<file path="src/common/host_port_pkg.sv">
// shared constants and carrier types for the host port block
package host_port_pkg;

  // host bus pins; rd_n doubles as data_strobe_n, wr_n as read/write direction
  typedef struct packed {
    logic       cs_n;
    logic       rd_n;
    logic       wr_n;
    logic       ale;
    logic [6:0] addr;
    logic [7:0] ad;
  } host_pins_t;

  localparam int PORTS     = 8;
  localparam int ALL_PORTS = 16;

  // register map: status at 0x00..0x07, rx control two at 0x10..0x17
  localparam logic [7:0] STATUS_BASE = 8'h00;
  localparam logic [7:0] RXCTL2_BASE = 8'h10;
  localparam int         EXT_BIT     = 0;
  localparam int         LOSS_BIT    = 2;
  localparam int         IRQEN_BIT   = 0;
  localparam logic [7:0] RXCTL2_RST  = 8'h00;
  localparam logic [7:0] UNMAPPED_RD = 8'h00;

  // one-second divider: reference edges per pulse
  localparam int          SEC_DIV  = 8000;
  localparam logic [12:0] SEC_LAST = 13'(SEC_DIV - 1);

  // clock multiplier: output edges per reference period (16x, two edges a cycle)
  localparam int         CLK_MUL  = 16;
  localparam logic [9:0] MUL_STEP = 10'(2 * CLK_MUL);

endpackage : host_port_pkg

</file>
<file path="src/rtl/host_port_top.sv">
// parallel host port, status flags, interrupt, clock multiplier and system pins
//
// Design decisions made here: the address-and-strobe port and the register addresses.
`timescale 1ns/1ps
`default_nettype none

//////////////////////////////////////////////////////////////////////////////
// Functional notes
// non-mux: address strobe pin is address bit 7
// mux: address latched on strobe rising edge
// eight-bit bidirectional data bus, bit 7 high
// strobes ignored unless device select low
// drive read data while read and select low
// write captured on write strobe rising edge
// interrupt low while any unmasked event pending
// system ties bus multiplex select per bus
// style select swaps strobe pin meanings
// block select picks mapped octal port group
// output clock sixteen times reference clock; code gives 16x only for reference periods of 32 to 255 clk cycles
// system supplies core clock at least 10x
// system reset low returns registers to defaults
// divide 8 kHz reference by 8000 for pulse
// rising external input sets event flag
// external inputs 1-8 map to ports 1-8
// event interrupts only when enable bit set
// loss output follows status bit 2
// test mode selects reference as core clock
// test with reset low floats all outputs
// direction high reads, low writes, with strobe
module host_port_top
  import host_port_pkg::*;
(
  input  wire logic                 clk,
  input  wire logic                 rst,
  input  wire host_pins_t           host_in,
  input  wire logic                 bus_mux_select,
  input  wire logic                 bus_style_select,
  input  wire logic                 octal_block_select,
  input  wire logic                 sys_reset_n,
  input  wire logic                 test_mode,
  input  wire logic                 ref_clock_in,
  input  wire logic                 frame_rate_ref_in,
  input  wire logic [PORTS-1:0]     ext_status_in,
  input  wire logic [ALL_PORTS-1:0] delineation_loss_flag,
  output logic [7:0]                data_out,
  output logic                      data_oe_n,
  output logic                      irq_n_out,
  output logic                      irq_n_oe_n,
  output logic                      multiplied_clock_out,
  output logic                      one_second_pulse_out,
  output logic [ALL_PORTS-1:0]      rx_delineation_loss_out,
  output logic                      pins_oe_n,
  output logic                      core_clock_from_ref
);

  //////////////////////////////////////////////////////////////////////////////
  // pin synchronisers: every pin is asynchronous to clk
  localparam int SW = $bits(host_pins_t) + 7 + PORTS + ALL_PORTS;

  logic [SW-1:0] meta_ff;
  logic [SW-1:0] sync_ff;

  always_ff @(posedge clk or posedge rst) begin
    if (rst) begin
      meta_ff <= '0;
      sync_ff <= '0;
    end else begin
      meta_ff <= {host_in, bus_mux_select, bus_style_select, octal_block_select,
                  sys_reset_n, test_mode, ref_clock_in, frame_rate_ref_in,
                  ext_status_in, delineation_loss_flag};
      sync_ff <= meta_ff;
    end
  end

  host_pins_t           hp;
  logic                 mux_q;
  logic                 style_q;
  logic                 blk_q;
  logic                 sysrst_n_q;
  logic                 test_q;
  logic                 ref_q;
  logic                 frame_q;
  logic [PORTS-1:0]     ext_q;
  logic [ALL_PORTS-1:0] loss_q;

  assign {hp, mux_q, style_q, blk_q, sysrst_n_q, test_q, ref_q, frame_q, ext_q,
          loss_q} = sync_ff;

  // sync reset reads low for two cycles after rst, so no access slips through
  logic sys_rst;
  assign sys_rst = !sysrst_n_q;

  //////////////////////////////////////////////////////////////////////////////
  // edge detection on synchronised levels
  localparam int EW = 5 + PORTS;

  logic [EW-1:0] edge_src;
  logic [EW-1:0] prev_ff;
  logic [EW-1:0] rise;

  assign edge_src = {hp.ale, hp.wr_n, hp.rd_n, ref_q, frame_q, ext_q};
  assign rise     = edge_src & ~prev_ff;

  always_ff @(posedge clk or posedge rst) begin
    if (rst) begin
      prev_ff <= '1;
    end else begin
      prev_ff <= edge_src;
    end
  end

  logic             ale_rise;
  logic             wr_rise;
  logic             strobe_rise;
  logic             ref_rise;
  logic             frame_rise;
  logic [PORTS-1:0] ext_rise;

  assign {ale_rise, wr_rise, strobe_rise, ref_rise, frame_rise, ext_rise} = rise;

  //////////////////////////////////////////////////////////////////////////////
  // bus decode
  logic [7:0] addr_lat_ff;
  logic [7:0] addr;
  logic       read_act;
  logic       write_ev;
  logic       dec_status;
  logic       dec_rxctl;
  logic [3:0] port_idx;

  always_ff @(posedge clk or posedge rst) begin
    if (rst) begin
      addr_lat_ff <= 8'h00;
    end else if (mux_q && ale_rise) begin
      addr_lat_ff <= hp.ad;
    end
  end

  assign addr = mux_q ? addr_lat_ff : {hp.ale, hp.addr};

  // style high: rd_n is the data strobe, wr_n the direction (high reads)
  always_comb begin
    if (style_q) begin
      read_act = !hp.cs_n && !hp.rd_n && hp.wr_n;
      write_ev = !hp.cs_n && strobe_rise && !hp.wr_n;
    end else begin
      read_act = !hp.cs_n && !hp.rd_n;
      write_ev = !hp.cs_n && wr_rise;
    end
    read_act = read_act && !sys_rst;
    write_ev = write_ev && !sys_rst;
  end

  assign dec_status = (addr[7:3] == STATUS_BASE[7:3]);
  assign dec_rxctl  = (addr[7:3] == RXCTL2_BASE[7:3]);
  assign port_idx   = {blk_q, addr[2:0]};

  //////////////////////////////////////////////////////////////////////////////
  // external event flags: only ports 1..8 of block 0 have an input
  logic [PORTS-1:0] ext_flag_ff;

  genvar gi;
  generate
    for (gi = 0; gi < PORTS; gi++) begin : g_ext
      logic clr;
      assign clr = write_ev && dec_status && !blk_q && addr[2:0] == 3'(gi) && hp.ad[EXT_BIT];

      // a new edge beats a clear in the same cycle
      always_ff @(posedge clk or posedge rst) begin
        if (rst) begin
          ext_flag_ff[gi] <= 1'b0;
        end else if (sys_rst) begin
          ext_flag_ff[gi] <= 1'b0;
        end else if (ext_rise[gi]) begin
          ext_flag_ff[gi] <= 1'b1;
        end else if (clr) begin
          ext_flag_ff[gi] <= 1'b0;
        end
      end
    end
  endgenerate

  //////////////////////////////////////////////////////////////////////////////
  // receive control register two, one per port of both octal groups
  logic [ALL_PORTS-1:0][7:0] rx_control_reg_two_ff;

  always_ff @(posedge clk or posedge rst) begin
    if (rst) begin
      rx_control_reg_two_ff <= {ALL_PORTS{RXCTL2_RST}};
    end else if (sys_rst) begin
      rx_control_reg_two_ff <= {ALL_PORTS{RXCTL2_RST}};
    end else if (write_ev && dec_rxctl) begin
      rx_control_reg_two_ff[port_idx] <= hp.ad;
    end
  end

  logic [PORTS-1:0] external_event_irq_enable;
  logic             irq_pend;

  always_comb begin
    for (int i = 0; i < PORTS; i++) begin
      external_event_irq_enable[i] = rx_control_reg_two_ff[i][IRQEN_BIT];
    end
  end

  assign irq_pend = |(ext_flag_ff & external_event_irq_enable);

  //////////////////////////////////////////////////////////////////////////////
  // read path
  logic [7:0] port_status_reg;
  logic [7:0] rd_mux;

  always_comb begin
    port_status_reg           = 8'h00;
    port_status_reg[LOSS_BIT] = loss_q[port_idx];
    port_status_reg[EXT_BIT]  = !blk_q && ext_flag_ff[addr[2:0]];
    if (dec_status) begin
      rd_mux = port_status_reg;
    end else if (dec_rxctl) begin
      rd_mux = rx_control_reg_two_ff[port_idx];
    end else begin
      rd_mux = UNMAPPED_RD;
    end
  end

  //////////////////////////////////////////////////////////////////////////////
  // output drivers; enables are low while driving
  logic                 hiz;
  logic [7:0]           data_out_ff;
  logic                 data_oe_n_ff;
  logic                 irq_n_out_ff;
  logic                 irq_oe_n_ff;
  logic                 pins_oe_n_ff;
  logic [ALL_PORTS-1:0] rx_delineation_loss_out_ff;
  logic                 core_sel_ff;

  assign hiz = test_q && sys_rst;

  always_ff @(posedge clk or posedge rst) begin
    if (rst) begin
      data_out_ff  <= 8'h00;
      data_oe_n_ff <= 1'b1;
    end else begin
      if (read_act) begin
        data_out_ff <= rd_mux;
      end
      data_oe_n_ff <= !read_act || hiz;
    end
  end

  // open drain: only ever pulls low, released once no unmasked event is pending
  always_ff @(posedge clk or posedge rst) begin
    if (rst) begin
      irq_n_out_ff <= 1'b1;
      irq_oe_n_ff  <= 1'b1;
    end else begin
      irq_n_out_ff <= !irq_pend;
      irq_oe_n_ff  <= !irq_pend || hiz;
    end
  end

  always_ff @(posedge clk or posedge rst) begin
    if (rst) begin
      pins_oe_n_ff <= 1'b1;
      rx_delineation_loss_out_ff      <= '0;
      core_sel_ff  <= 1'b0;
    end else begin
      pins_oe_n_ff <= hiz;
      rx_delineation_loss_out_ff      <= loss_q;
      core_sel_ff  <= test_q;
    end
  end

  //////////////////////////////////////////////////////////////////////////////
  // clock multiplier: measures the reference period in clk cycles and
  // spreads 32 edges over it; limited to one edge per clk, so a T1 reference
  // at this core rate yields a slower clock than sixteen times
  logic [7:0] per_cnt_ff;
  logic [7:0] period_ff;
  logic [8:0] acc_ff;
  logic       mclk_ff;
  logic [9:0] nxt_acc;
  logic [9:0] rem;

  always_ff @(posedge clk or posedge rst) begin
    if (rst) begin
      per_cnt_ff <= 8'h00;
      period_ff  <= 8'h00;
    end else if (ref_rise) begin
      period_ff  <= per_cnt_ff + 8'h01;
      per_cnt_ff <= 8'h00;
    end else if (per_cnt_ff != 8'hFF) begin
      per_cnt_ff <= per_cnt_ff + 8'h01;
    end
  end

  assign nxt_acc = {1'b0, acc_ff} + MUL_STEP;
  assign rem     = nxt_acc - {2'b00, period_ff};

  always_ff @(posedge clk or posedge rst) begin
    if (rst) begin
      acc_ff  <= 9'h000;
      mclk_ff <= 1'b0;
    end else if (period_ff == 8'h00) begin
      acc_ff <= 9'h000;
    end else if (nxt_acc >= {2'b00, period_ff}) begin
      mclk_ff <= !mclk_ff;
      acc_ff  <= (rem >= {2'b00, period_ff}) ? 9'(period_ff - 8'h01) : rem[8:0];
    end else begin
      acc_ff <= nxt_acc[8:0];
    end
  end

  //////////////////////////////////////////////////////////////////////////////
  // one-second pulse
  logic sec_pulse;

  sec_pulse_gen u_sec (
    .clk   (clk),
    .rst   (rst),
    .clear (sys_rst),
    .tick  (frame_rise),
    .pulse (sec_pulse)
  );

  logic sec_ff;

  always_ff @(posedge clk or posedge rst) begin
    if (rst) begin
      sec_ff <= 1'b0;
    end else begin
      sec_ff <= sec_pulse;
    end
  end

  assign data_out                = data_out_ff;
  assign data_oe_n               = data_oe_n_ff;
  assign irq_n_out               = irq_n_out_ff;
  assign irq_n_oe_n              = irq_oe_n_ff;
  assign multiplied_clock_out    = mclk_ff;
  assign one_second_pulse_out    = sec_ff;
  assign rx_delineation_loss_out = rx_delineation_loss_out_ff;
  assign pins_oe_n               = pins_oe_n_ff;
  assign core_clock_from_ref     = core_sel_ff;
endmodule : host_port_top
`default_nettype wire

</file>
<file path="src/rtl/sec_pulse_gen.sv">
// one-second pulse from the synchronised 8 kHz reference edges
`timescale 1ns/1ps
`default_nettype none
module sec_pulse_gen
  import host_port_pkg::*;
(
  input  wire logic clk,
  input  wire logic rst,
  input  wire logic clear,
  input  wire logic tick,
  output logic      pulse
);

  logic [12:0] cnt_ff;
  logic        pulse_ff;
  logic [13:0] ticks_ff;

  // pulse stays high for one reference period, then falls
  always_ff @(posedge clk or posedge rst) begin
    if (rst) begin
      cnt_ff   <= 13'h0000;
      pulse_ff <= 1'b0;
    end else if (clear) begin
      cnt_ff   <= 13'h0000;
      pulse_ff <= 1'b0;
    end else if (tick) begin
      pulse_ff <= (cnt_ff == SEC_LAST);
      cnt_ff   <= (cnt_ff == SEC_LAST) ? 13'h0000 : cnt_ff + 13'h0001;
    end
  end

  assign pulse = pulse_ff;

  // helper: ticks since the previous rising pulse
  always_ff @(posedge clk or posedge rst) begin
    if (rst) begin
      ticks_ff <= 14'h0000;
    end else if (clear || (tick && cnt_ff == SEC_LAST)) begin
      ticks_ff <= 14'h0000;
    end else if (tick) begin
      ticks_ff <= ticks_ff + 14'h0001;
    end
  end
endmodule : sec_pulse_gen
`default_nettype wire

</file>
<file path="config.mk">
export PLATFORM = sky130hd
export DESIGN_NAME = host_port_top
export DESIGN_NICKNAME = d
export VERILOG_FILES = /design/src/common/host_port_pkg.sv /design/src/rtl/host_port_top.sv /design/src/rtl/sec_pulse_gen.sv
export SDC_FILE = /design/constraint.sdc
export NUM_CORES = 1
export LEC_CHECK = 0
export BUFFER_PORTS_ARGS = -buffer_cell sky130_fd_sc_hd__buf_4
export CAP_MARGIN = 10
export CORE_MARGIN = 2
export CORE_UTILIZATION = 55
export DETAILED_ROUTE_END_ITERATION = 12
export PLACE_DENSITY = 0.85
export SYNTH_ARGS = -nofsm -noshare
export SYNTH_HDL_FRONTEND = slang
export SYNTH_SLANG_ARGS = --single-unit
</file>
<file path="constraint.sdc">
create_clock -name clk -period 11.9 [get_ports clk]
set_input_delay 1.19 -clock clk [delete_from_list [all_inputs] [get_ports clk]]
set_output_delay 1.19 -clock clk [all_outputs]
set_load 0.005 [all_outputs]
</file>
==> results.cfg, run 1 <==
[run_status]
outcome = completed

[power]
sequential_share_of_power = 0.422
power_density_nw_per_um2 = 179.3
clockPowerShare = 0.358
p_int_mw = 2.035
total_switching_power_mw = 0.8614
ir_drop_uv = 144.5
overall_power_after_layout_mw = 2.897
combinationalPowerShare = 0.219
proportion_of_total_power_due_to_net_switching = 0.2974
power.leakage_nw = 6.822

[synth]
synth_cell_types = 61
post_synthesis_instance_area_sq_um = 14180
synth_warnings = 0
post-synth-top-area-fraction = 0.5470
synth.ff_latch_count = 327
post_synthesis_cell_type_with_the_largest_combined_area = sky130_fd_sc_hd__dfrtp_1
avgSynthCellArea_sq_um = 11.52
syn_inst = 1231
synth_async_sr_flop_share = 1.000
netlist_top_cells_area = sky130_fd_sc_hd__dfrtp_1 (55%), sky130_fd_sc_hd__nand2_1 (8.1%), sky130_fd_sc_hd__mux4_2 (5.4%), sky130_fd_sc_hd__a21boi_1 (5.1%), sky130_fd_sc_hd__dfstp_2 (3.1%)
synth_flop_cell = sky130_fd_sc_hd__dfrtp_1
synth-seq-area-share = 0.5785
synth.net_count = 1306
number_of_enable_type_register_cells_in_the_synthesized_netlist = 0

[die]
floorplan.die.height_microns = 164.6
die_area_sq_um = 27090
num_rows = 58
floorplan.initialDensity = 0.5616
die_width_microns = 164.6
core_area_sq_um = 25250
floorplan.io_pins = 83

[layout]
design.final.nets = 1379
filler_cell_count = 1833
drive_above_1_share = 0.2036
area_growth_syn_to_fin_pct = 13.90
n_antenna_cell = 0

[worst_setup_path]
worstSetupPathType = reg -> reg
regToRegEndpoint = acc_ff[0]
timing.critical_path.fanout_max = 15
ff2ff_path_depth = 12
regToRegStartpoint = period_ff[0]
worst_ep_arrival_time_ns = 4.18
regToRegSetupSlack_ns = 8.11
setup_crit_start_kind = flop
worst_ep_required_time_ns = 12.29
timing.critical_path.to_type = flop

[routing]
drt_iter0_markers = 866
drt-wirelength-per-cell_microns = 19.41
wirelength_microns = 32240
vias_per_cell = 5.931
dr.pass1.iters = 6
via_count = 9851
detail-route-antenna-nets = 0
route.detailed.drc = 0

[run]
max_cap_viol_count = 0

[timing]
rsz_0062_raised_after_global_routing = false
tightest_slew_ns = 1.103
max-slew-margin-rel = 0.2648
finalSetupViolCount = 0
final.period_utilization = 0.3184
number_of_failing_hold_endpoints_at_the_final_stage = 0
period_needed_ns = 3.789
report.final.slew_viol_count = 0
fin_worst_skew_ns = 0.02812
fmax_mhz = 263.9
fin_setup_tns_ns = 0

[clock_tree]
post_cts_resize_count = 0
clock_tree_sinks = 327
cts_root_buffer = sky130_fd_sc_hd__clkbuf_16
clock_tree.buffer_depth = 3
cts.clk_slew.worst_paths_ns = 0.06
cts_setup_buffers = 0
h-tree-depth = 2
tritoncts_clock_tree = yes
clock_latency_ns = 0.52
cts_hold_repair.buffers = 0
tritoncts_buffers = 35

[global_route]
grt_pass1_vias = 10140
grt_util_all_layers = 0.2502
globalRoute.totalOverflow = 0
number_of_antenna_violations_at_the_first_check_in_global_routing = 0
grt_first_pass_wirelength_microns = 52550
grt_max_degree = 112

[hold_path]
timing.hold.worst.start = meta_ff[9]
worst_hold_path_type = reg -> reg
hold-path-cell-count = 0
worst_hold_path.endpoint = sync_ff[9]

[placement]
post-dp-hpwl_microns = 20970
io_buffer_count = 82
gp_routability_congestion = 0.9286
-- flip-flops by register name, indices dropped and copies added, names as in the netlist, 8 cells and up --
name	cells
prev_ff	13
u_sec.cnt_ff	13
meta_ff	50
external_event_irq_enable	8
acc_ff	9
data_out	8
rx_delineation_loss_out	16
per_cnt_ff	8
rx_control_reg_two_ff	120
sync_ff	50
addr_lat_ff	8
ext_flag_ff	8
period_ff	8
-- power groups by stage --
| stage | Sequential [mW] | Clock (mW) | Combinational [mW] |
|---|---|---|---|
| floorplan | 1.22 | 0 | 0.483 |
| global placement | 1.24 | 0 | 0.614 |
| detailed placement | 1.24 | 0 | 0.631 |
| CTS | 1.22 | 1.05 | 0.637 |
| global route | 1.23 | 1.11 | 0.715 |
| finish | 1.22 | 1.04 | 0.636 |
-- logic make-up after synthesis --
family | synth area share
simple gates | 0.1565
other cells | 0.0002644
compound gates | 0.1352
flops | 0.5785
mux | 0.06784
fa+ha+maj | 0.02082
xor+xnor | 0.01853
buf+inv | 0.02241
-- cell usage in the layout, fill, tap and decap left out, types with 12 or more instances in the layout --
| cell | Yosys | final |
|---|---|---|
| sky130_fd_sc_hd__mux2_2 | 13 | 13 |
| sky130_fd_sc_hd__dfrtp_1 | 310 | 309 |
| sky130_fd_sc_hd__inv_1 | 20 | 19 |
| sky130_fd_sc_hd__mux4_2 | 34 | 34 |
| sky130_fd_sc_hd__a21boi_2 | 32 | 32 |
| sky130_fd_sc_hd__nand2_1 | 306 | 306 |
| sky130_fd_sc_hd__nand3_1 | 15 | 15 |
| sky130_fd_sc_hd__o22ai_1 | 19 | 19 |
| sky130_fd_sc_hd__buf_4 | 1 | 89 |
| sky130_fd_sc_hd__nand2b_1 | 19 | 19 |
| sky130_fd_sc_hd__clkbuf_16 | 0 | 36 |
| sky130_fd_sc_hd__o21ai_0 | 33 | 33 |
| sky130_fd_sc_hd__a21oi_1 | 23 | 23 |
| sky130_fd_sc_hd__dfstp_2 | 17 | 17 |
| sky130_fd_sc_hd__a21boi_1 | 96 | 96 |
| sky130_fd_sc_hd__xnor2_1 | 19 | 19 |
| sky130_fd_sc_hd__ha_1 | 22 | 22 |
| sky130_fd_sc_hd__nor2_4 | 12 | 12 |
| sky130_fd_sc_hd__nor2_1 | 33 | 33 |
-- how the worst max path moves through the flow --
stage | start | end | slack (ns) | cells past startpoint
after detailed placement | rst | rx_control_reg_two_ff[123] | 8.03 | 4
after floorplan | rst | acc_ff[0] | 1.68 | 1
after CTS | period_ff[0] | acc_ff[0] | 8.10 | 12
after global routing | period_ff[0] | acc_ff[0] | 7.68 | 12
final | period_ff[0] | acc_ff[0] | 8.11 | 12
after global placement | rst | u_sec.cnt_ff[10] | 8.06 | 4
-- worst max-delay path: stages, from the launching register on --
cell                       delay [ns]
sky130_fd_sc_hd__dfrtp_1         0.49
sky130_fd_sc_hd__ha_1            0.27
sky130_fd_sc_hd__fa_1            0.41
sky130_fd_sc_hd__nand2b_1        0.20
sky130_fd_sc_hd__a211oi_1        0.34
sky130_fd_sc_hd__nor2_1          0.13
sky130_fd_sc_hd__ha_1            0.31
sky130_fd_sc_hd__a21oi_1         0.14
sky130_fd_sc_hd__o22ai_1         0.09
sky130_fd_sc_hd__o211ai_1        0.16
sky130_fd_sc_hd__nand3_1         0.37
sky130_fd_sc_hd__or2_2           0.44
sky130_fd_sc_hd__o311ai_0        0.33
-- area by class of cell --
type                    count  area [sq um]  area share
repair buffers             89         668.1     0.04136
clock buffers              49         969.7     0.06003
well taps                 330         412.9     0.02556
clock inverters            15         133.9    0.008288
multi-input cells         830          5677      0.3514
flip-flops and latches    327          8205      0.5080
inverters                  21         86.33    0.005345
-- cells in the mapped netlist (4+ instances only) --
| cell type | n |
|---|---|
| sky130_fd_sc_hd__a211oi_1 | 5 |
| sky130_fd_sc_hd__mux2i_1 | 5 |
| sky130_fd_sc_hd__or3_1 | 6 |
| sky130_fd_sc_hd__a22oi_1 | 4 |
| sky130_fd_sc_hd__a21boi_2 | 32 |
| sky130_fd_sc_hd__o211ai_1 | 4 |
| sky130_fd_sc_hd__or4_4 | 5 |
| sky130_fd_sc_hd__dfrtp_1 | 310 |
| sky130_fd_sc_hd__nor2_4 | 12 |
| sky130_fd_sc_hd__a21oi_1 | 23 |
| sky130_fd_sc_hd__nor4_1 | 10 |
| sky130_fd_sc_hd__a22o_1 | 6 |
| sky130_fd_sc_hd__nand3_1 | 15 |
| sky130_fd_sc_hd__o21ai_0 | 33 |
| sky130_fd_sc_hd__dfstp_2 | 17 |
| sky130_fd_sc_hd__a21boi_1 | 96 |
| sky130_fd_sc_hd__nor3_1 | 11 |
| sky130_fd_sc_hd__clkbuf_1 | 27 |
| sky130_fd_sc_hd__a32o_1 | 6 |
| sky130_fd_sc_hd__nand2b_1 | 19 |
| sky130_fd_sc_hd__ha_1 | 22 |
| sky130_fd_sc_hd__mux4_2 | 34 |
| sky130_fd_sc_hd__a21boi_0 | 10 |
| sky130_fd_sc_hd__inv_1 | 20 |
| sky130_fd_sc_hd__and3_1 | 6 |
| sky130_fd_sc_hd__and2_1 | 8 |
| sky130_fd_sc_hd__nor2_1 | 33 |
| sky130_fd_sc_hd__nand4_1 | 5 |
| sky130_fd_sc_hd__nor2b_1 | 8 |
| sky130_fd_sc_hd__nor2_8 | 4 |
| sky130_fd_sc_hd__nand2_1 | 306 |
| sky130_fd_sc_hd__xnor2_1 | 19 |
| sky130_fd_sc_hd__buf_2 | 23 |
| sky130_fd_sc_hd__mux2_2 | 13 |
| sky130_fd_sc_hd__o22ai_1 | 19 |
| sky130_fd_sc_hd__xor2_1 | 11 |
-- metal layers --
metal,wire (microns),up-vias,part of all wire,global-route usage
met2,16100,410,0.50,0.4194
met5,0,-,0,0
met3,2361,90,0.073,0.05098
li1,-,4419,-,-
met4,1125,0,0.035,0.1043
met1,12660,4932,0.39,0.3202
-- metrics by stage --
step	worst slack, ns	hold WS (ns)	cells	instance area [sq um]	utilization
after global placement	8.055	0.3312	1597	15050	0.5959
final	8.111	0.3396	1661	16150	0.6396
after detailed placement	8.025	0.3347	1597	15050	0.5959
after CTS	8.103	0.3451	1661	16150	0.6396
after floorplan	1.683	0.3312	1231	14180	-
after global routing	7.681	0.3472	1661	16150	0.6396
(Power assumes the default switching activity.)
==> run 2: changes to the inputs <==
==> constraint.sdc (replaced) <==
create_clock -name clk -period 3.5 [get_ports clk]
set_input_delay 0.35 -clock clk [delete_from_list [all_inputs] [get_ports clk]]
set_output_delay 0.35 -clock clk [all_outputs]
set_load 0.005 [all_outputs]
==> run 2 against run 1 <==
  * Flip-flop and latch count is the same
  * Final area grew 4.7%
  * Sequential power increased to 3.4 times the previous value
  * Largest cell class unchanged
  * First-iteration DRC count increased by 20%
  * Critical path depth up 3
==> results.cfg, run 2 (synthesis results as in run 1) <==
[global_route]
grt_pass1_vias = 10640
grt_max_degree = 107
grtUsageMet1 = 0.3348
grt_first_pass_wirelength_microns = 56350
globalRoute.totalOverflow = 0
gr-usage-met3 = 0.05650
grtUsageMet2 = 0.4492
grt_util_all_layers = 0.2680
number_of_antenna_violations_at_the_first_check_in_global_routing = 2
grt-busiest-layer = met2

[power]
combinationalPowerShare = 0.248
ir_drop_uv = 554.9
proportion_of_total_power_due_to_net_switching = 0.2988
power_density_nw_per_um2 = 605.3
p_int_mw = 7.182
total_switching_power_mw = 3.060
power.leakage_nw = 7.161
sequential_share_of_power = 0.405
clockPowerShare = 0.347

[layout]
design.final.nets = 1452
fin_cells = 1731
layout.cells.most_common = sky130_fd_sc_hd__dfrtp_1
finish.instance_area_sq_um = 16920
final-seq-area_sq_um = 8207
register_with_the_highest_flop_count = rx_control_reg_two_ff
largestRegisters = rx_control_reg_two_ff: 120 flops, meta_ff: 50 flops, sync_ff: 50 flops
multiInputGateArea_sq_um = 5724
largest_reg_flops = 120
drive_above_1_share = 0.2170
mostFrequentLayoutCells = sky130_fd_sc_hd__dfrtp_1 (308), sky130_fd_sc_hd__nand2_1 (306), sky130_fd_sc_hd__buf_4 (107)
area_growth_syn_to_fin_pct = 19.29
n_antenna_cell = 0
filler_cell_count = 1689

[routing]
wirelength_microns = 35080
dr.pass1.iters = 6
drt-wirelength-per-cell_microns = 20.27
vias_per_cell = 5.934
detail-route-antenna-nets = 0
via_count = 10270
route.detailed.drc = 0
drt_iter0_markers = 1041

[placement]
postPlaceCellArea_sq_um = 15250
place.detailed.instances = 1618
io_buffer_count = 82
gp_routability_congestion = 0.9506
post-dp-hpwl_microns = 21960

[hold_path]
worst_hold_path_type = in -> async

[worst_setup_path]
timing.critical_path.to_type = flop
worst_ep_required_time_ns = 3.90
setup_crit_start_kind = flop
worstSetupPathType = reg -> reg
worst_ep_arrival_time_ns = 3.72
timing.critical_path.fanout_max = 11

[timing]
report.final.slew_viol_count = 0
fmax_mhz = 300.7
final.period_utilization = 0.9502
number_of_failing_hold_endpoints_at_the_final_stage = 0
hold-worst-slack_ns = 0.01147
finalSetupViolCount = 0
max-slew-margin-rel = 0.3570
period_needed_ns = 3.326
tightest_slew_ns = 0.9644
rsz_0062_raised_after_global_routing = false
fin_setup_tns_ns = 0
fin_worst_skew_ns = 0.02627

[clock_tree]
clock_tree_sinks = 327
tritoncts_buffers = 35
h-tree-depth = 2
cts.clk_slew.worst_paths_ns = 0.06
tritoncts_clock_tree = yes
cts_root_buffer = sky130_fd_sc_hd__clkbuf_16
clock_tree.buffer_depth = 3
clock_latency_ns = 0.51

[die]
core_area_sq_um = 25250
die_width_microns = 164.6
num_rows = 58
floorplan.io_pins = 83
die_area_sq_um = 27090
floorplan.die.height_microns = 164.6
floorplan.initialDensity = 0.5616

[run]
max_cap_viol_count = 0

[run_status]
outcome = completed
==> run 2: cell count changes in the layout (fill, tap and decap cells not counted), moves of 3 or more <==
| cell | change |
|---|---|
| sky130_fd_sc_hd__clkbuf_1 | -5 |
| sky130_fd_sc_hd__clkbuf_8 | +4 |
| sky130_fd_sc_hd__buf_4 | +18 |
| sky130_fd_sc_hd__o311ai_1 | +3 |
| sky130_fd_sc_hd__o311ai_0 | -3 |
| sky130_fd_sc_hd__dlygate4sd3_1 | +50 |
| sky130_fd_sc_hd__buf_12 | +4 |
==> run 2: timing repair <==
item,4_1_cts,5_1_grt
resized for setup,1,12
endpoints found under the hold margin,50,0
buffers inserted,0,2
pin swaps,0,3
hold buffers,50,0
endpoints found under the setup margin,2,8
==> run 2: through the flow <==
step | utilization | total power [mW] | setup slack [ns]
floorplan | - | 5.791 | -1.201
global placement | 0.6040 | 6.437 | 0.1370
detailed placement | 0.6040 | 6.500 | -0.007604
CTS | 0.6675 | 10.10 | 0.01346
global route | 0.6699 | 10.76 | 0.01542
finish | 0.6699 | 10.24 | 0.1741
==> run 2: power groups by stage <==
stage	Sequential [mW]	Clock (mW)	Combinational, mW
after floorplan	4.15	0	1.64
after global routing	4.17	3.77	2.82
after CTS	4.14	3.58	2.38
after detailed placement	4.21	0	2.29
after global placement	4.19	0	2.25
final	4.15	3.55	2.54
==> run 2: metal layers <==
layer | wire [microns] | vias up
met5 | 31 | -
met4 | 1685 | 4
met3 | 2790 | 141
met2 | 17360 | 512
met1 | 13210 | 5075
li1 | - | 4540
==> run 2: area by class of cell <==
class                           count  area share
Clock buffer                       47     0.05798
Multi-Input combinational cell    830      0.3383
Tap cell                          330     0.02440
Timing Repair Buffer              162     0.08246
Clock inverter                     14    0.006878
Sequential cell                   327      0.4851
Inverter                           21    0.004881
==> run 2: worst max-delay path, cell delays in order (launching register included) <==
cell and delay, ns:
sky130_fd_sc_hd__dfrtp_2 0.42, sky130_fd_sc_hd__inv_1 0.11, sky130_fd_sc_hd__ha_1 0.33, sky130_fd_sc_hd__nand2b_1 0.11, sky130_fd_sc_hd__a21o_1 0.17, sky130_fd_sc_hd__nand2_1 0.11, sky130_fd_sc_hd__a31oi_2 0.21, sky130_fd_sc_hd__xor2_1 0.21
sky130_fd_sc_hd__inv_1 0.07, sky130_fd_sc_hd__ha_1 0.32, sky130_fd_sc_hd__a21oi_2 0.15, sky130_fd_sc_hd__o21a_1 0.13, sky130_fd_sc_hd__nand3_1 0.11, sky130_fd_sc_hd__buf_6 0.17, sky130_fd_sc_hd__or3_1 0.35, sky130_fd_sc_hd__a32o_1 0.25
==> run 2: path summary, 6_finish.rpt <==
path | start | to | slack (ns) | depth (start not counted)
max | period_ff[1] | acc_ff[3] | 0.17 | 15
min | rst | per_cnt_ff[4] | 0.01 | 2
max reg2reg | period_ff[1] | acc_ff[3] | 0.17 | 15
min reg2reg | meta_ff[19] | sync_ff[19] | 0.34 | 0
max in group asynchronous | rst | prev_ff[0] | 2.58 | 3
min in group clk | meta_ff[19] | sync_ff[19] | 0.34 | 0
==> run 3: changes to the inputs <==
--- a/config.mk
+++ b/config.mk
@@ -5,6 +5,7 @@
 export SDC_FILE = /design/constraint.sdc
 export NUM_CORES = 1
 export LEC_CHECK = 0
+export ABC_AREA = 1
 export BUFFER_PORTS_ARGS = -buffer_cell sky130_fd_sc_hd__buf_4
 export CAP_MARGIN = 10
 export CORE_MARGIN = 2
@@ -13,4 +14,5 @@
 export PLACE_DENSITY = 0.85
 export SYNTH_ARGS = -nofsm -noshare
 export SYNTH_HDL_FRONTEND = slang
+export SYNTH_HIERARCHICAL = 1
 export SYNTH_SLANG_ARGS = --single-unit
==> run 3 against run 2 <==
  * First-iteration DRC count is 12% higher
  * Sequential power about the same
  * Critical path depth is 5 higher
  * Sequential share of layout area up 2.5 points
  * Critical endpoint is now acc_ff[5]
  * Largest power group unchanged
==> results.cfg, run 3 <==
[synth]
number_of_enable_type_register_cells_in_the_synthesized_netlist = 0
synth.net_count = 1436
syn_inst = 1361
synth_async_sr_flop_share = 1.000
post_synthesis_cell_type_with_the_largest_combined_area = sky130_fd_sc_hd__dfrtp_1
synthMostInstantiatedCell = sky130_fd_sc_hd__dfrtp_1
netlist_top_cells_area = sky130_fd_sc_hd__dfrtp_1 (58%), sky130_fd_sc_hd__nand2_1 (7.6%), sky130_fd_sc_hd__nand3_1 (4.6%), sky130_fd_sc_hd__o21ai_0 (4.3%), sky130_fd_sc_hd__o22ai_1 (3.8%)
synth_cell_types = 46
post_synthesis_instance_area_sq_um = 13370
synth_warnings = 6
synth-seq-area-share = 0.6136
avgSynthCellArea_sq_um = 9.824
post-synth-top-area-fraction = 0.5802
synth.ff_latch_count = 327
synth_flop_cell = sky130_fd_sc_hd__dfrtp_1
leading_post_synthesis_cells_by_instance_count = sky130_fd_sc_hd__dfrtp_1 (310), sky130_fd_sc_hd__nand2_1 (272), sky130_fd_sc_hd__inv_1 (127), sky130_fd_sc_hd__nand3_1 (124), sky130_fd_sc_hd__o21ai_0 (116)

[run_status]
outcome = completed

[power]
sequential_share_of_power = 0.395
clockPowerShare = 0.381
p_int_mw = 7.364
ir_drop_uv = 532.9
overall_power_after_layout_mw = 10.42
total_switching_power_mw = 3.055
power.leakage_nw = 7.499
combinationalPowerShare = 0.224
power_density_nw_per_um2 = 647.8
proportion_of_total_power_due_to_net_switching = 0.2932

[layout]
area_growth_syn_to_fin_pct = 20.29
filler_cell_count = 1787
layout.cells.most_common = sky130_fd_sc_hd__dfrtp_1
drive_above_1_share = 0.1471
n_antenna_cell = 0
largest_reg_flops = 120
mostFrequentLayoutCells = sky130_fd_sc_hd__dfrtp_1 (309), sky130_fd_sc_hd__nand2_1 (272), sky130_fd_sc_hd__inv_1 (126)
design.final.nets = 1572
finish.instance_area_sq_um = 16080
largestRegisters = rx_control_reg_two_ff: 120 flops, meta_ff: 50 flops, sync_ff: 50 flops
register_with_the_highest_flop_count = rx_control_reg_two_ff

[hold_path]
worst_hold_path_type = reg -> reg
hold-path-cell-count = 0
timing.hold.worst.start = meta_ff[3]
worst_hold_path.endpoint = sync_ff[3]

[die]
floorplan.die.height_microns = 159.9
die_width_microns = 159.9
num_rows = 57
die_area_sq_um = 25570
core_area_sq_um = 24110
floorplan.initialDensity = 0.5547
floorplan.io_pins = 83

[placement]
io_buffer_count = 82
gp_routability_congestion = 0.8706
post-dp-hpwl_microns = 20180
postPlaceCellArea_sq_um = 14320

[clock_tree]
h-tree-depth = 2
tritoncts_buffers = 35
cts_root_buffer = sky130_fd_sc_hd__clkbuf_16
clock_latency_ns = 0.51
clock_tree_sinks = 327
clock_tree.buffer_depth = 3
cts.clk_slew.worst_paths_ns = 0.06
cts_setup_buffers = 0
tritoncts_clock_tree = yes

[worst_setup_path]
worst_ep_arrival_time_ns = 3.51
timing.critical_path.to_type = flop
timing.critical_path.fanout_max = 5
setup_crit_start_kind = flop
regToRegSetupSlack_ns = 0.39
worst_ep_required_time_ns = 3.90
regToRegStartpoint = period_ff[2]
ff2ff_path_depth = 20
regToRegEndpoint = acc_ff[5]
worstSetupPathType = reg -> reg

[routing]
via_count = 10460
vias_per_cell = 5.663
drt-wirelength-per-cell_microns = 17.42
detail-route-antenna-nets = 0
dr.pass1.iters = 6
route.detailed.drc = 0
wirelength_microns = 32180
drt_iter0_markers = 1164

[run]
max_cap_viol_count = 0

[global_route]
gr-usage-met3 = 0.05792
grt_util_all_layers = 0.2555
grtUsageMet2 = 0.4193
number_of_antenna_violations_at_the_first_check_in_global_routing = 0
grtUsageMet1 = 0.3360
globalRoute.totalOverflow = 0
grt_first_pass_wirelength_microns = 52760
grt_max_degree = 106
grt-busiest-layer = met2
grt_pass1_vias = 10570

[timing]
final.period_utilization = 0.8891
rsz_0062_raised_after_global_routing = false
finalSetupViolCount = 0
fin_worst_skew_ns = 0.008249
number_of_failing_hold_endpoints_at_the_final_stage = 0
max-slew-margin-rel = 0.2450
fmax_mhz = 321.4
tightest_slew_ns = 1.132
period_needed_ns = 3.112
report.final.slew_viol_count = 0
==> run 3: timing repair <==
| item | CTS | global route |
|---|---|---|
| hold endpoints to repair | 88 | 0 |
| hold buffers | 51 | 0 |
| endpoints found under the setup margin | 0 | 2 |
| resized for setup | 0 | 1 |
==> run 3: final cells by class <==
| class | count | area [sq um] | share of cell area |
|---|---|---|---|
| Sequential cell | 327 | 8205 | 0.5102 |
| Multi-Input combinational cell | 843 | 4388 | 0.2728 |
| Timing Repair Buffer | 155 | 1316 | 0.08184 |
| Clock buffer | 44 | 972.2 | 0.06045 |
| Inverter | 135 | 513.0 | 0.03190 |
| Tap cell | 324 | 405.4 | 0.02521 |
| Clock inverter | 19 | 282.8 | 0.01758 |
==> run 3: worst max path at each step <==
stage	cells past startpoint	to	slack, ns	startpoint
final	20	acc_ff[5]	0.39	period_ff[2]
after CTS	20	acc_ff[5]	0.31	period_ff[2]
after global placement	20	acc_ff[5]	0.35	period_ff[2]
after floorplan	1	acc_ff[0]	-1.01	rst
after detailed placement	20	acc_ff[5]	0.32	period_ff[2]
after global routing	20	acc_ff[5]	0.10	period_ff[2]
==> run 3: logic make-up after synthesis <==
| logic type | share of synthesized area |
|---|---|
| AO/OA/AOI/OAI | 0.1150 |
| XOR/XNOR | 0.01769 |
| adder cells (fa/ha/maj) | 0.02208 |
| buffers and inverters | 0.05839 |
| flip-flops | 0.6136 |
| multiplexers | 0.005053 |
| other | 0.0002805 |
| AND/OR/NAND/NOR | 0.1679 |
==> run 3: through the flow <==
stage	TNS [ns]	util	setup slack (ns)	hold slack, ns	std cells
finish	0	0.6672	0.3883	0.3448	1847
global route	0	0.6672	0.1018	0.3506	1847
CTS	0	0.6671	0.3086	0.3469	1847
detailed placement	0	0.5938	0.3228	0.3347	1733
global placement	0	0.5938	0.3475	0.3325	1733
floorplan	-297.48	-	-1.005	0.2392	1361
==> run 3: worst max-delay path: stages, from the launching register on <==
cell and delay (ns):
sky130_fd_sc_hd__dfrtp_1 0.40, sky130_fd_sc_hd__inv_1 0.09, sky130_fd_sc_hd__ha_1 0.35, sky130_fd_sc_hd__a21oi_1 0.17, sky130_fd_sc_hd__nand2_1 0.12, sky130_fd_sc_hd__a31o_2 0.22
sky130_fd_sc_hd__xnor2_1 0.22, sky130_fd_sc_hd__inv_1 0.07, sky130_fd_sc_hd__ha_1 0.29, sky130_fd_sc_hd__nand2_1 0.07, sky130_fd_sc_hd__inv_1 0.03, sky130_fd_sc_hd__nor2_1 0.08
sky130_fd_sc_hd__o21a_1 0.12, sky130_fd_sc_hd__nand2_1 0.05, sky130_fd_sc_hd__nand2_1 0.05, sky130_fd_sc_hd__nand3_1 0.10, sky130_fd_sc_hd__nor2_2 0.21, sky130_fd_sc_hd__buf_4 0.18
sky130_fd_sc_hd__nand2_1 0.05, sky130_fd_sc_hd__nand3_1 0.08, sky130_fd_sc_hd__nand2_1 0.05
==> run 3: routing by layer <==
metal	routed length, microns	vias to the layer above
li1	-	4801
met1	12550	5039
met2	15560	529
met3	2997	91
met4	1076	0
met5	0	-
==> run 3: power groups by stage <==
stage | clock network [mW] | registers [mW] | logic, mW
final | 3.97 | 4.12 | 2.33
after global routing | 4.19 | 4.14 | 2.65
after global placement | 0 | 4.17 | 2.19
after CTS | 4.01 | 4.12 | 2.30
after detailed placement | 0 | 4.18 | 2.23
after floorplan | 0 | 4.15 | 1.62
